--- src/i2c_arb_pkg.sv ---
`default_nettype none
package i2c_arb_pkg;

  // ----------------------------------------------------------------
  // Register map
  // ----------------------------------------------------------------
  localparam int         ADDR_W       = 8;
  localparam logic [7:0] CTRL_OFS     = 8'h00;
  localparam logic [7:0] STAT_OFS     = 8'h04;
  localparam logic [7:0] DATA_OFS     = 8'h08;
  localparam logic [7:0] IRQ_STAT_OFS = 8'h0C;
  localparam logic [7:0] IRQ_MASK_OFS = 8'h10;

  // ----------------------------------------------------------------
  // bus_control_register fields
  // ----------------------------------------------------------------
  localparam int CTRL_RUN   = 7;
  localparam int CTRL_START = 6;
  localparam int CTRL_STOP  = 5;
  localparam int CTRL_EIGHT = 4;
  localparam int CTRL_ACK   = 3;
  localparam int CTRL_BUSY  = 2;
  localparam int CTRL_END   = 1;

  // ----------------------------------------------------------------
  // bus_status_register fields
  // ----------------------------------------------------------------
  localparam int STAT_MST = 0;
  localparam int STAT_TRX = 1;
  localparam int STAT_OVR = 2;
  localparam int STAT_AL  = 3;
  localparam int STAT_SLV = 4;
  localparam int STAT_STD = 5;

  // ----------------------------------------------------------------
  // Interrupt status and mask fields
  // ----------------------------------------------------------------
  localparam int         IRQ_W        = 3;
  localparam int         IRQ_END      = 0;
  localparam int         IRQ_AL       = 1;
  localparam int         IRQ_STOP     = 2;
  localparam logic [2:0] IRQ_MASK_RST = 3'h0;

  // ----------------------------------------------------------------
  // Byte framing and timing
  // ----------------------------------------------------------------
  localparam logic [3:0] DATA_CLKS    = 4'h8;
  localparam logic [3:0] ACK_CLK      = 4'h9;
  localparam int         CORE_MHZ     = 200;
  localparam int         SCL_HALF_NS  = 5000;
  localparam int         SCL_HALF_CYC = (SCL_HALF_NS * CORE_MHZ + 999) / 1000;

  typedef enum logic [7:0] {
    ST_IDLE  = 8'h01,
    ST_SETUP = 8'h02,
    ST_SHOLD = 8'h04,
    ST_LOW   = 8'h08,
    ST_HIGH  = 8'h10,
    ST_PLOW  = 8'h20,
    ST_PHIGH = 8'h40,
    ST_PREL  = 8'h80
  } master_state_t;

endpackage : i2c_arb_pkg
`default_nettype wire

--- src/i2c_arbitration_loss.sv ---
// Design decisions made here: the APB interface to the registers and the register addresses.
`timescale 1ns/100ps
`default_nettype none
module i2c_arbitration_loss #(
  parameter int HALF_CYC = i2c_arb_pkg::SCL_HALF_CYC
) (
  // Clock and reset
  input  wire logic        core_clk,
  input  wire logic        reset_n,
  // APB slave
  input  wire logic [7:0]  paddr,
  input  wire logic        psel,
  input  wire logic        penable,
  input  wire logic        pwrite,
  input  wire logic [31:0] pwdata,
  output logic      [31:0] prdata,
  output logic             pready,
  output logic             pslverr,
  // Open-drain bus pins
  input  wire logic        sclIn,
  output logic             sclOut,
  output logic             sclOe_n,
  input  wire logic        sdaIn,
  output logic             sdaOut,
  output logic             sdaOe_n,
  // Interrupt
  output logic             irq
);
  import i2c_arb_pkg::*;

  if (HALF_CYC < 4 || HALF_CYC > 65535) begin : g_chk
    $error("HALF_CYC out of range");
  end

  // ----------------------------------------------------------------
  // Declarations
  // ----------------------------------------------------------------
  master_state_t    state_ff;
  master_state_t    nxt_state;
  logic [15:0]      halfCnt_ff;
  logic             timerDone;
  logic             run_ff;
  logic             eightClk_ff;
  logic             ackBit_ff;
  logic             endFlag_ff;
  logic             busy_ff;
  logic             mst_ff;
  logic             trx_ff;
  logic             ovr_ff;
  logic             al_ff;
  logic             slave_ff;
  logic             std_ff;
  logic             lost_ff;
  logic             firstByte_ff;
  logic             rxFull_ff;
  logic [7:0]       txData_ff;
  logic [7:0]       txShift_ff;
  logic [7:0]       rxShift_ff;
  logic [7:0]       rxData_ff;
  logic [3:0]       riseCnt_ff;
  logic             sdaOut_ff;
  logic             nxt_sdaOut;
  logic [IRQ_W-1:0] irqStat_ff;
  logic [IRQ_W-1:0] irqMask_ff;
  logic [IRQ_W-1:0] irqSnap_ff;
  logic [IRQ_W-1:0] irqEvents;
  logic [31:0]      prdata_ff;
  logic             sclLine;
  logic             sdaLine;
  logic             sclRise;
  logic             sclFall;
  logic             sdaFall;
  logic             startDet;
  logic             stopDet;
  logic             setupPh;
  logic             wrAcc;
  logic             rdAcc;
  logic             ctrlWr;
  logic             statWr;
  logic             startCmd;
  logic             stopCmd;
  logic             lossBusy;
  logic             lossEarly;
  logic             lossData;
  logic             anyLoss;
  logic             checkWin;
  logic             byteEnd;
  logic             endSet;
  logic             endClr;
  logic [3:0]       lastClk;

  // ----------------------------------------------------------------
  // Functions
  // ----------------------------------------------------------------
  function automatic logic isMapped(input logic [7:0] a);
    isMapped = (a == CTRL_OFS) || (a == STAT_OFS) || (a == DATA_OFS) ||
               (a == IRQ_STAT_OFS) || (a == IRQ_MASK_OFS);
  endfunction : isMapped

  function automatic logic bitToSend(input logic [3:0] idx, input logic tx,
                                     input logic [7:0] sh, input logic ack);
    if (idx < DATA_CLKS) begin
      bitToSend = tx ? sh[3'(4'h7 - idx)] : 1'b1;
    end else begin
      bitToSend = tx ? 1'b1 : ack;
    end
  endfunction : bitToSend

  // ----------------------------------------------------------------
  // Line monitor
  // ----------------------------------------------------------------
  arb_line_monitor u_mon (
    .core_clk (core_clk),
    .reset_n  (reset_n),
    .sclPin   (sclIn),
    .sdaPin   (sdaIn),
    .sclLine  (sclLine),
    .sdaLine  (sdaLine),
    .sclRise  (sclRise),
    .sclFall  (sclFall),
    .sdaFall  (sdaFall),
    .startDet (startDet),
    .stopDet  (stopDet)
  );

  // ----------------------------------------------------------------
  // APB decode
  // ----------------------------------------------------------------
  assign setupPh  = psel & ~penable;
  assign wrAcc    = psel & penable & pwrite;
  assign rdAcc    = psel & penable & ~pwrite;
  assign ctrlWr   = wrAcc && (paddr == CTRL_OFS);
  assign statWr   = wrAcc && (paddr == STAT_OFS);
  assign pready   = 1'b1;
  assign pslverr  = psel & penable & ~isMapped(paddr);
  assign prdata   = prdata_ff;

  assign startCmd = ctrlWr && pwdata[CTRL_RUN] && pwdata[CTRL_START] &&
                    ((state_ff == ST_IDLE) || (state_ff == ST_LOW && endFlag_ff && mst_ff));
  assign stopCmd  = ctrlWr && pwdata[CTRL_STOP] && !pwdata[CTRL_START] &&
                    mst_ff && endFlag_ff && (state_ff == ST_LOW);
  assign endClr   = ctrlWr && (!pwdata[CTRL_END] || pwdata[CTRL_START] || pwdata[CTRL_STOP]);

  // ----------------------------------------------------------------
  // Arbitration checks
  // ----------------------------------------------------------------
  // start while another master's start is pending (std_ff), or while ovr_ff is set
  assign lossBusy  = startCmd && (std_ff || ovr_ff);
  assign lossEarly = (state_ff == ST_SETUP) && sdaFall && mst_ff;
  assign checkWin  = trx_ff ? (riseCnt_ff < DATA_CLKS) : (riseCnt_ff == DATA_CLKS);
  assign lossData  = mst_ff && !lost_ff && (state_ff == ST_HIGH) && sclRise &&
                     checkWin && sdaOut_ff && !sdaLine;
  assign anyLoss   = lossBusy || lossEarly || lossData;

  // byte end at last clock fall
  assign lastClk   = eightClk_ff ? DATA_CLKS : ACK_CLK;
  assign byteEnd   = sclFall && (riseCnt_ff == lastClk);
  assign endSet    = byteEnd && (mst_ff || slave_ff);

  // ----------------------------------------------------------------
  // Bus clock counter and receive shifter
  // ----------------------------------------------------------------
  always_ff @(posedge core_clk) begin
    if (!reset_n) begin
      riseCnt_ff <= 4'h0;
    end else if (startDet || byteEnd || (state_ff == ST_SHOLD)) begin
      riseCnt_ff <= 4'h0;
    end else if (sclRise && riseCnt_ff < ACK_CLK) begin
      riseCnt_ff <= riseCnt_ff + 4'h1;
    end
  end

  always_ff @(posedge core_clk) begin
    if (!reset_n) begin
      rxShift_ff <= 8'h00;
      rxData_ff  <= 8'h00;
      rxFull_ff  <= 1'b0;
      ovr_ff     <= 1'b0;
    end else begin
      if (sclRise && riseCnt_ff < DATA_CLKS) begin
        rxShift_ff <= {rxShift_ff[6:0], sdaLine};
      end
      if (rdAcc && paddr == DATA_OFS) begin
        rxFull_ff <= 1'b0;
      end
      if (statWr && pwdata[STAT_OVR]) begin
        ovr_ff <= 1'b0;
      end
      if (endSet) begin
        rxData_ff <= rxShift_ff;
        rxFull_ff <= 1'b1;
        if (rxFull_ff) begin
          ovr_ff <= 1'b1;
        end
      end
    end
  end

  // ----------------------------------------------------------------
  // Bus observation flags
  // ----------------------------------------------------------------
  always_ff @(posedge core_clk) begin
    if (!reset_n) begin
      busy_ff <= 1'b0;
      std_ff  <= 1'b0;
    end else begin
      if (stopDet) begin
        busy_ff <= 1'b0;
        std_ff  <= 1'b0;
      end
      if (statWr && pwdata[STAT_STD]) begin
        std_ff <= 1'b0;
      end
      if (startDet) begin
        busy_ff <= 1'b1;
        if (!mst_ff) begin
          std_ff <= 1'b1;
        end
      end
    end
  end

  // ----------------------------------------------------------------
  // Software control fields
  // ----------------------------------------------------------------
  always_ff @(posedge core_clk) begin
    if (!reset_n) begin
      run_ff      <= 1'b0;
      eightClk_ff <= 1'b0;
      ackBit_ff   <= 1'b0;
      txData_ff   <= 8'h00;
    end else begin
      if (ctrlWr) begin
        run_ff      <= pwdata[CTRL_RUN];
        eightClk_ff <= pwdata[CTRL_EIGHT];
        ackBit_ff   <= pwdata[CTRL_ACK];
      end
      if (wrAcc && paddr == DATA_OFS) begin
        txData_ff <= pwdata[7:0];
      end
    end
  end

  // ----------------------------------------------------------------
  // Byte-end flag
  // ----------------------------------------------------------------
  always_ff @(posedge core_clk) begin
    if (!reset_n) begin
      endFlag_ff <= 1'b0;
    end else if (endSet) begin
      endFlag_ff <= 1'b1;
    end else if (endClr) begin
      endFlag_ff <= 1'b0;
    end
  end

  // ----------------------------------------------------------------
  // Role and direction flags
  // ----------------------------------------------------------------
  always_ff @(posedge core_clk) begin
    if (!reset_n) begin
      mst_ff       <= 1'b0;
      trx_ff       <= 1'b0;
      slave_ff     <= 1'b0;
      lost_ff      <= 1'b0;
      firstByte_ff <= 1'b0;
      txShift_ff   <= 8'h00;
    end else begin
      if (stopDet && !mst_ff) begin
        slave_ff <= 1'b0;
      end
      if (ctrlWr && endFlag_ff && !pwdata[CTRL_END]) begin
        txShift_ff <= txData_ff;
      end
      if (byteEnd && mst_ff) begin
        firstByte_ff <= 1'b0;
        if (firstByte_ff && !lost_ff) begin
          trx_ff <= ~txShift_ff[0];
        end
      end
      if (endSet && lost_ff) begin
        mst_ff   <= 1'b0;
        lost_ff  <= 1'b0;
        slave_ff <= 1'b1;
      end
      if (state_ff == ST_PREL && timerDone) begin
        mst_ff <= 1'b0;
      end
      if (startCmd) begin
        mst_ff       <= 1'b1;
        trx_ff       <= 1'b1;
        lost_ff      <= 1'b0;
        slave_ff     <= 1'b0;
        firstByte_ff <= 1'b1;
        txShift_ff   <= txData_ff;
      end
      if (lossEarly || lossData) begin
        trx_ff  <= 1'b0;
        lost_ff <= 1'b1;
      end
      if (lossBusy) begin
        mst_ff   <= 1'b0;
        trx_ff   <= 1'b0;
        slave_ff <= 1'b1;
      end
    end
  end

  always_ff @(posedge core_clk) begin
    if (!reset_n) begin
      al_ff <= 1'b0;
    end else if (anyLoss) begin
      al_ff <= 1'b1;
    end else if (startCmd || (statWr && pwdata[STAT_AL])) begin
      al_ff <= 1'b0;
    end
  end

  // ----------------------------------------------------------------
  // Master clock generator
  // ----------------------------------------------------------------
  assign timerDone = (halfCnt_ff == 16'(HALF_CYC - 1));

  always_comb begin
    nxt_state = state_ff;
    case (state_ff)
      ST_IDLE: begin
        if (startCmd && !lossBusy) begin
          nxt_state = ST_SETUP;
        end
      end
      ST_SETUP: begin
        if (!mst_ff) begin
          nxt_state = ST_IDLE;
        end else if (lossEarly) begin
          nxt_state = ST_LOW;
        end else if (timerDone) begin
          nxt_state = ST_SHOLD;
        end
      end
      ST_SHOLD: begin
        if (timerDone) begin
          nxt_state = ST_LOW;
        end
      end
      ST_LOW: begin
        if (!mst_ff) begin
          nxt_state = ST_IDLE;
        end else if (stopCmd) begin
          nxt_state = ST_PLOW;
        end else if (startCmd && !lossBusy) begin
          nxt_state = ST_SETUP;
        end else if (timerDone && !endFlag_ff) begin
          nxt_state = ST_HIGH;
        end
      end
      ST_HIGH: begin
        if (timerDone) begin
          nxt_state = ST_LOW;
        end
      end
      ST_PLOW: begin
        if (timerDone) begin
          nxt_state = ST_PHIGH;
        end
      end
      ST_PHIGH: begin
        if (timerDone) begin
          nxt_state = ST_PREL;
        end
      end
      ST_PREL: begin
        if (timerDone) begin
          nxt_state = ST_IDLE;
        end
      end
      default: begin
        nxt_state = ST_IDLE;
      end
    endcase
  end

  always_ff @(posedge core_clk) begin
    if (!reset_n) begin
      state_ff <= ST_IDLE;
    end else begin
      state_ff <= nxt_state;
    end
  end

  // High phase waits for the line, so a stretching slave pauses it
  always_ff @(posedge core_clk) begin
    if (!reset_n) begin
      halfCnt_ff <= 16'h0000;
    end else if (nxt_state != state_ff || timerDone) begin
      halfCnt_ff <= 16'h0000;
    end else if (state_ff != ST_HIGH || sclLine) begin
      halfCnt_ff <= halfCnt_ff + 16'h0001;
    end
  end

  // ----------------------------------------------------------------
  // SDA drive value
  // ----------------------------------------------------------------
  always_comb begin
    nxt_sdaOut = sdaOut_ff;
    case (state_ff)
      ST_IDLE:  nxt_sdaOut = 1'b1;
      ST_SETUP: nxt_sdaOut = 1'b1;
      ST_SHOLD: nxt_sdaOut = 1'b0;
      ST_LOW:   nxt_sdaOut = bitToSend(riseCnt_ff, trx_ff, txShift_ff, ackBit_ff);
      ST_HIGH:  nxt_sdaOut = sdaOut_ff;
      ST_PLOW:  nxt_sdaOut = 1'b0;
      ST_PHIGH: nxt_sdaOut = 1'b0;
      ST_PREL:  nxt_sdaOut = 1'b1;
      default:  nxt_sdaOut = 1'b1;
    endcase
    if (lost_ff || anyLoss || !mst_ff) begin
      nxt_sdaOut = 1'b1;
    end
  end

  always_ff @(posedge core_clk) begin
    if (!reset_n) begin
      sdaOut_ff <= 1'b1;
    end else begin
      sdaOut_ff <= nxt_sdaOut;
    end
  end

  // ----------------------------------------------------------------
  // Pin drivers, open drain
  // ----------------------------------------------------------------
  assign sclOut  = 1'b0;
  assign sdaOut  = 1'b0;
  assign sdaOe_n = sdaOut_ff;
  assign sclOe_n = ~(endFlag_ff || state_ff == ST_LOW || state_ff == ST_PLOW);

  // ----------------------------------------------------------------
  // Interrupts
  // ----------------------------------------------------------------
  assign irqEvents = {stopDet, anyLoss, endSet};
  assign irq       = |(irqStat_ff & irqMask_ff);

  always_ff @(posedge core_clk) begin
    if (!reset_n) begin
      irqStat_ff <= '0;
      irqMask_ff <= IRQ_MASK_RST;
    end else begin
      if (rdAcc && paddr == IRQ_STAT_OFS) begin
        irqStat_ff <= (irqStat_ff & ~irqSnap_ff) | irqEvents;
      end else begin
        irqStat_ff <= irqStat_ff | irqEvents;
      end
      if (wrAcc && paddr == IRQ_MASK_OFS) begin
        irqMask_ff <= pwdata[IRQ_W-1:0];
      end
    end
  end

  // ----------------------------------------------------------------
  // Read data, captured in the setup phase
  // ----------------------------------------------------------------
  always_ff @(posedge core_clk) begin
    if (!reset_n) begin
      prdata_ff  <= 32'h0000_0000;
      irqSnap_ff <= '0;
    end else if (setupPh && !pwrite) begin
      prdata_ff  <= 32'h0000_0000;
      irqSnap_ff <= '0;
      case (paddr)
        CTRL_OFS: begin
          prdata_ff[CTRL_RUN]   <= run_ff;
          prdata_ff[CTRL_EIGHT] <= eightClk_ff;
          prdata_ff[CTRL_ACK]   <= ackBit_ff;
          prdata_ff[CTRL_BUSY]  <= busy_ff;
          prdata_ff[CTRL_END]   <= endFlag_ff;
        end
        STAT_OFS: begin
          prdata_ff[STAT_MST] <= mst_ff;
          prdata_ff[STAT_TRX] <= trx_ff;
          prdata_ff[STAT_OVR] <= ovr_ff;
          prdata_ff[STAT_AL]  <= al_ff;
          prdata_ff[STAT_SLV] <= slave_ff;
          prdata_ff[STAT_STD] <= std_ff;
        end
        DATA_OFS:     prdata_ff[7:0] <= rxData_ff;
        IRQ_STAT_OFS: begin
          prdata_ff[IRQ_W-1:0] <= irqStat_ff;
          irqSnap_ff           <= irqStat_ff;
        end
        IRQ_MASK_OFS: prdata_ff[IRQ_W-1:0] <= irqMask_ff;
        default:      prdata_ff <= 32'h0000_0000;
      endcase
    end
  end

endmodule : i2c_arbitration_loss
`default_nettype wire

--- src/arb_line_monitor.sv ---
`timescale 1ns/100ps
`default_nettype none
module arb_line_monitor (
  // Clock and reset
  input  wire logic core_clk,
  input  wire logic reset_n,
  // Raw bus pins
  input  wire logic sclPin,
  input  wire logic sdaPin,
  // Synchronised levels and events
  output logic      sclLine,
  output logic      sdaLine,
  output logic      sclRise,
  output logic      sclFall,
  output logic      sdaFall,
  output logic      startDet,
  output logic      stopDet
);

  // ----------------------------------------------------------------
  // Two-flop synchronisers plus one history stage
  // ----------------------------------------------------------------
  logic [2:0] sclSync_ff;
  logic [2:0] sdaSync_ff;

  always_ff @(posedge core_clk) begin
    if (!reset_n) begin
      sclSync_ff <= 3'h7;
      sdaSync_ff <= 3'h7;
    end else begin
      sclSync_ff <= {sclSync_ff[1:0], sclPin};
      sdaSync_ff <= {sdaSync_ff[1:0], sdaPin};
    end
  end

  // ----------------------------------------------------------------
  // Edge and condition decode, never from the first stage
  // ----------------------------------------------------------------
  assign sclLine  = sclSync_ff[1];
  assign sdaLine  = sdaSync_ff[1];
  assign sclRise  = sclSync_ff[1] & ~sclSync_ff[2];
  assign sclFall  = ~sclSync_ff[1] & sclSync_ff[2];
  assign sdaFall  = ~sdaSync_ff[1] & sdaSync_ff[2];
  assign startDet = sdaFall & sclSync_ff[1] & sclSync_ff[2];
  assign stopDet  = sdaSync_ff[1] & ~sdaSync_ff[2] & sclSync_ff[1] & sclSync_ff[2];

endmodule : arb_line_monitor
`default_nettype wire

--- config.mk ---
export PLATFORM = sky130hd
export DESIGN_NAME = i2c_arbitration_loss
export DESIGN_NICKNAME = d
export VERILOG_FILES = /design/src/i2c_arb_pkg.sv /design/src/i2c_arbitration_loss.sv /design/src/arb_line_monitor.sv
export SDC_FILE = /design/constraint.sdc
export NUM_CORES = 1
export LEC_CHECK = 0
export BUFFER_PORTS_ARGS = -buffer_cell sky130_fd_sc_hd__buf_2
export CORE_MARGIN = 3
export CORE_UTILIZATION = 40
export DETAILED_ROUTE_END_ITERATION = 8
export GPL_TIMING_DRIVEN = 0
export PLACE_DENSITY_LB_ADDON = 0.2
export SLEW_MARGIN = 15
export SYNTH_ARGS = -nofsm -noshare
export SYNTH_HDL_FRONTEND = slang
export SYNTH_SLANG_ARGS = --single-unit
export TNS_END_PERCENT = 20
--- constraint.sdc ---
create_clock -name core_clk -period 5.7 [get_ports core_clk]
set_input_delay 0.285 -clock core_clk [delete_from_list [all_inputs] [get_ports core_clk]]
set_output_delay 0.285 -clock core_clk [all_outputs]
set_load 0.01 [all_outputs]
==> results.sh <==
export IMPL_crit_fanout=9
export IMPL_crit_required_ps=5940
export IMPL_synthFlopType="dfxtp_1"
export IMPL_ant_nets=0
export IMPL_initial_utilization_pct=41.82
export IMPL_finClkSkew_ps=5.902
export IMPL_final_area_sq_um=5869
export IMPL_htree_levels=3
export IMPL_vias=4410
export IMPL_cts_root_buf="clkbuf_16"
export IMPL_rsz0062_at_grt="false"
export IMPL_drt_pass1_iter_count=5
export IMPL_grt_pass1_vias=4327
export IMPL_post_route_period_util_pct=49.56
export IMPL_critical_path_arrival_ps=3060
export IMPL_regToRegSetupSlack_ps=2880
export IMPL_grt_max_degree=16
export IMPL_multiInputGateArea_sq_um=2897
export IMPL_max_cap_violations=0
export IMPL_tightest_slew_ps=915.5
export IMPL_cts_inserted_buffers=9
export IMPL_cp_start_kind="flip-flop"
export IMPL_status="finished, final reports clean"
export IMPL_grt_antenna_before_repair=0
export IMPL_tns_ps=0
export IMPL_r2r_end="state_ff[0]$_SDFF_PN1_"
export IMPL_gp_congestion=0.8824
export IMPL_post_cts_resized=0
export IMPL_synth_edf_count=0
export IMPL_drcViolationCount=0
export IMPL_rows=40
export IMPL_ys_seq_area_share_pct=38.26
export IMPL_yosysWarnings=0
export IMPL_p_per_area_nw_per_um2=234.6
export IMPL_worst_hold_path_endpoint="u_mon.sclSync_ff[0]$_SDFF_PN1_"
export IMPL_synthArstFlopShare_pct=0
export IMPL_hold_viol=0
export IMPL_end_kind="flip-flop"
export IMPL_grt_overflow_total=0
export IMPL_place_inst=814
export IMPL_r2r_start="state_ff[7]$_SDFF_PN0_"
export IMPL_post_place_ws_ps=2764
export IMPL_syn_mean_instance_area_sq_um=8.720
export IMPL_drive_above_1_share_pct=16.16
export IMPL_synth_cell_types=70
export IMPL_placed_area_sq_um=5597
export IMPL_fin_cells=830
export IMPL_wl_per_cell_um=15.85
export IMPL_max_vdd_ir_drop_v=0.0001764
export IMPL_numPortBuffers=33
export IMPL_max_freq_mhz=354.0
export IMPL_clk_pin_slew_ps=70
export IMPL_vias_per_cell=5.313
export IMPL_core_sq_um=12260
export IMPL_syn_area_sq_um=5127
export IMPL_cts_tree="yes"
export IMPL_die_w_um=119.2
export IMPL_diodes=0
export IMPL_drt_first_iter_violations=264
export IMPL_drv_slew=0
export IMPL_p_leak_uw=0.002153
export IMPL_worstHoldPathType="input port to flip-flop"
export IMPL_grt_first_pass_wirelength_um=21860
export IMPL_layout_setup_ws_ps=2875
export IMPL_min_delay_start="sclIn"
export IMPL_regArea_sq_um=1962
export IMPL_io_pins=86
export IMPL_setup_violations_final=0
export IMPL_postCtsSetupBuffers=0
export IMPL_reg2reg_depth=7
export IMPL_ctsHoldBuffers=0
export IMPL_ys_seq_elements=98
export IMPL_syn_inst=588
export IMPL_die_y_um=119.2
export IMPL_grt_total_usage_pct=18.85
export IMPL_clock_latency_ps=350
export IMPL_clk_path_buf_depth=2
export IMPL_whs_ps=119.8
export IMPL_crit_type="flip-flop to flip-flop"
export IMPL_fillCellCount=1225
export IMPL_holdPathStages=2
export IMPL_slew_headroom_pct=38.74
export IMPL_drt_total_wl_um=13150
export IMPL_cts_sinks=98
export IMPL_finalWorstPathRequiredPeriod_ps=2825
export IMPL_final_nets=707
export IMPL_die_area_sq_um=14210
export IMPL_syn_to_final_growth_pct=14.47
export IMPL_hpwlAfterDp_um=10080
through the flow:
step | total power [uW] | util (%)
final | 1377 | 47.87
after global routing | 1431 | 47.87
after CTS | 1384 | 47.87
after detailed placement | 816.3 | 45.64
after global placement | 815.3 | 45.64
after floorplan | 784.3 | -
how the worst max path moves through the flow:
stage | start | to | slack (ps) | cells past startpoint
3_3_place_gp | paddr[7] | state_ff[6]$_SDFF_PN0_ | 2760 | 7
4_1_cts | state_ff[7]$_SDFF_PN0_ | state_ff[0]$_SDFF_PN1_ | 2900 | 7
3_5_place_dp | paddr[7] | state_ff[6]$_SDFF_PN0_ | 2760 | 7
6_report | state_ff[7]$_SDFF_PN0_ | state_ff[0]$_SDFF_PN1_ | 2880 | 7
2_1_floorplan | state_ff[7]$_SDFF_PN0_ | halfCnt_ff[0]$_SDFFE_PP0P_ | 3350 | 8
5_1_grt | state_ff[7]$_SDFF_PN0_ | state_ff[0]$_SDFF_PN1_ | 2740 | 7
worst max-delay path, cell delays in order (launching register included):
cell and delay (ps):
dfxtp_1 300, clkbuf_1 200, nor4_2 470, o2111ai_1 370, nor4_1 690, a311oi_1 150, or2_1 250, a211o_1 290
area by class of cell:
| cell class | count | share of cell area [%] |
|---|---|---|
| inverter | 8 | 0.5116 |
| tap | 168 | 3.581 |
| clock inverter | 4 | 0.4477 |
| multi-input combinational | 450 | 49.35 |
| sequential | 98 | 33.43 |
| buffer | 57 | 5.670 |
| clock buffer | 12 | 4.200 |
| timing repair buffer | 33 | 2.814 |
cell usage after synthesis, types with 13 or more instances:
cell type,number,area (sq um)
dfxtp_1,98,1962
nand2_1,63,236.5
nor2_1,36,135.1
nand3_1,31,155.2
buf_4,27,202.7
nor2b_1,26,162.7
clkbuf_1,25,93.84
a21oi_1,24,120.1
mux2i_1,19,190.2
a21boi_0,16,120.1
nor3_1,16,80.08
a21boi_1,13,97.59
o21ai_0,13,65.06
xor2_1,13,113.9
placed cells by master (no fill, tap or decap), types with 4 or more instances in the layout:
cell and n:
nor3_1 16, o21a_1 5, xor2_1 13, dfxtp_1 98, nand4_1 9, nand2b_1 11, a22oi_1 9, mux2i_1 19
and2_1 7, inv_1 7, and4b_1 4, conb_1 27, a21boi_0 16, and4_1 4, nand3_1 31, clkbuf_16 9
nand2_1 63, nor2b_1 26, nor2_1 36, nor4_2 4, nor3_2 10, buf_4 27, buf_2 35, nor3b_1 4
and3_1 6, a21boi_1 13, o21ai_0 13, clkbuf_1 27, a21oi_1 24, nor4_1 6, xnor2_1 8
registers in the layout, summed over array words and instances, names as in the netlist, 4 cells and up:
signal / flops
halfCnt_ff: 16
rxData_ff: 8
state_ff: 8
rxShift_ff: 8
prdata: 8
txData_ff: 8
riseCnt_ff: 4
txShift_ff: 8
kinds of logic after synthesis:
family / synth area share (%)
simple gates: 28.55
xor+xnor: 3.587
mux: 5.246
buf+inv: 7.076
fa+ha+maj: 0.7321
other cells: 0.1465
flops: 38.26
compound gates: 16.40
power by group:
group | internal [uW] | leakage, uW | switching, uW
sequential | 691 | 0.000792 | 5.92
clock | 309 | 0.000133 | 266
combinational | 43.9 | 0.00123 | 61.2
total | 1040 | 0.00215 | 333
layer usage:
layer  vias up  track usage [%]  part of all wire, %
met1      2073            24.77                   44
met4         0            6.807                  2.1
li1       2179                -                    -
met2       137            31.01                   47
met5         -                0                    0
met3        21            3.324                  6.4
(Power assumes the default switching activity.)
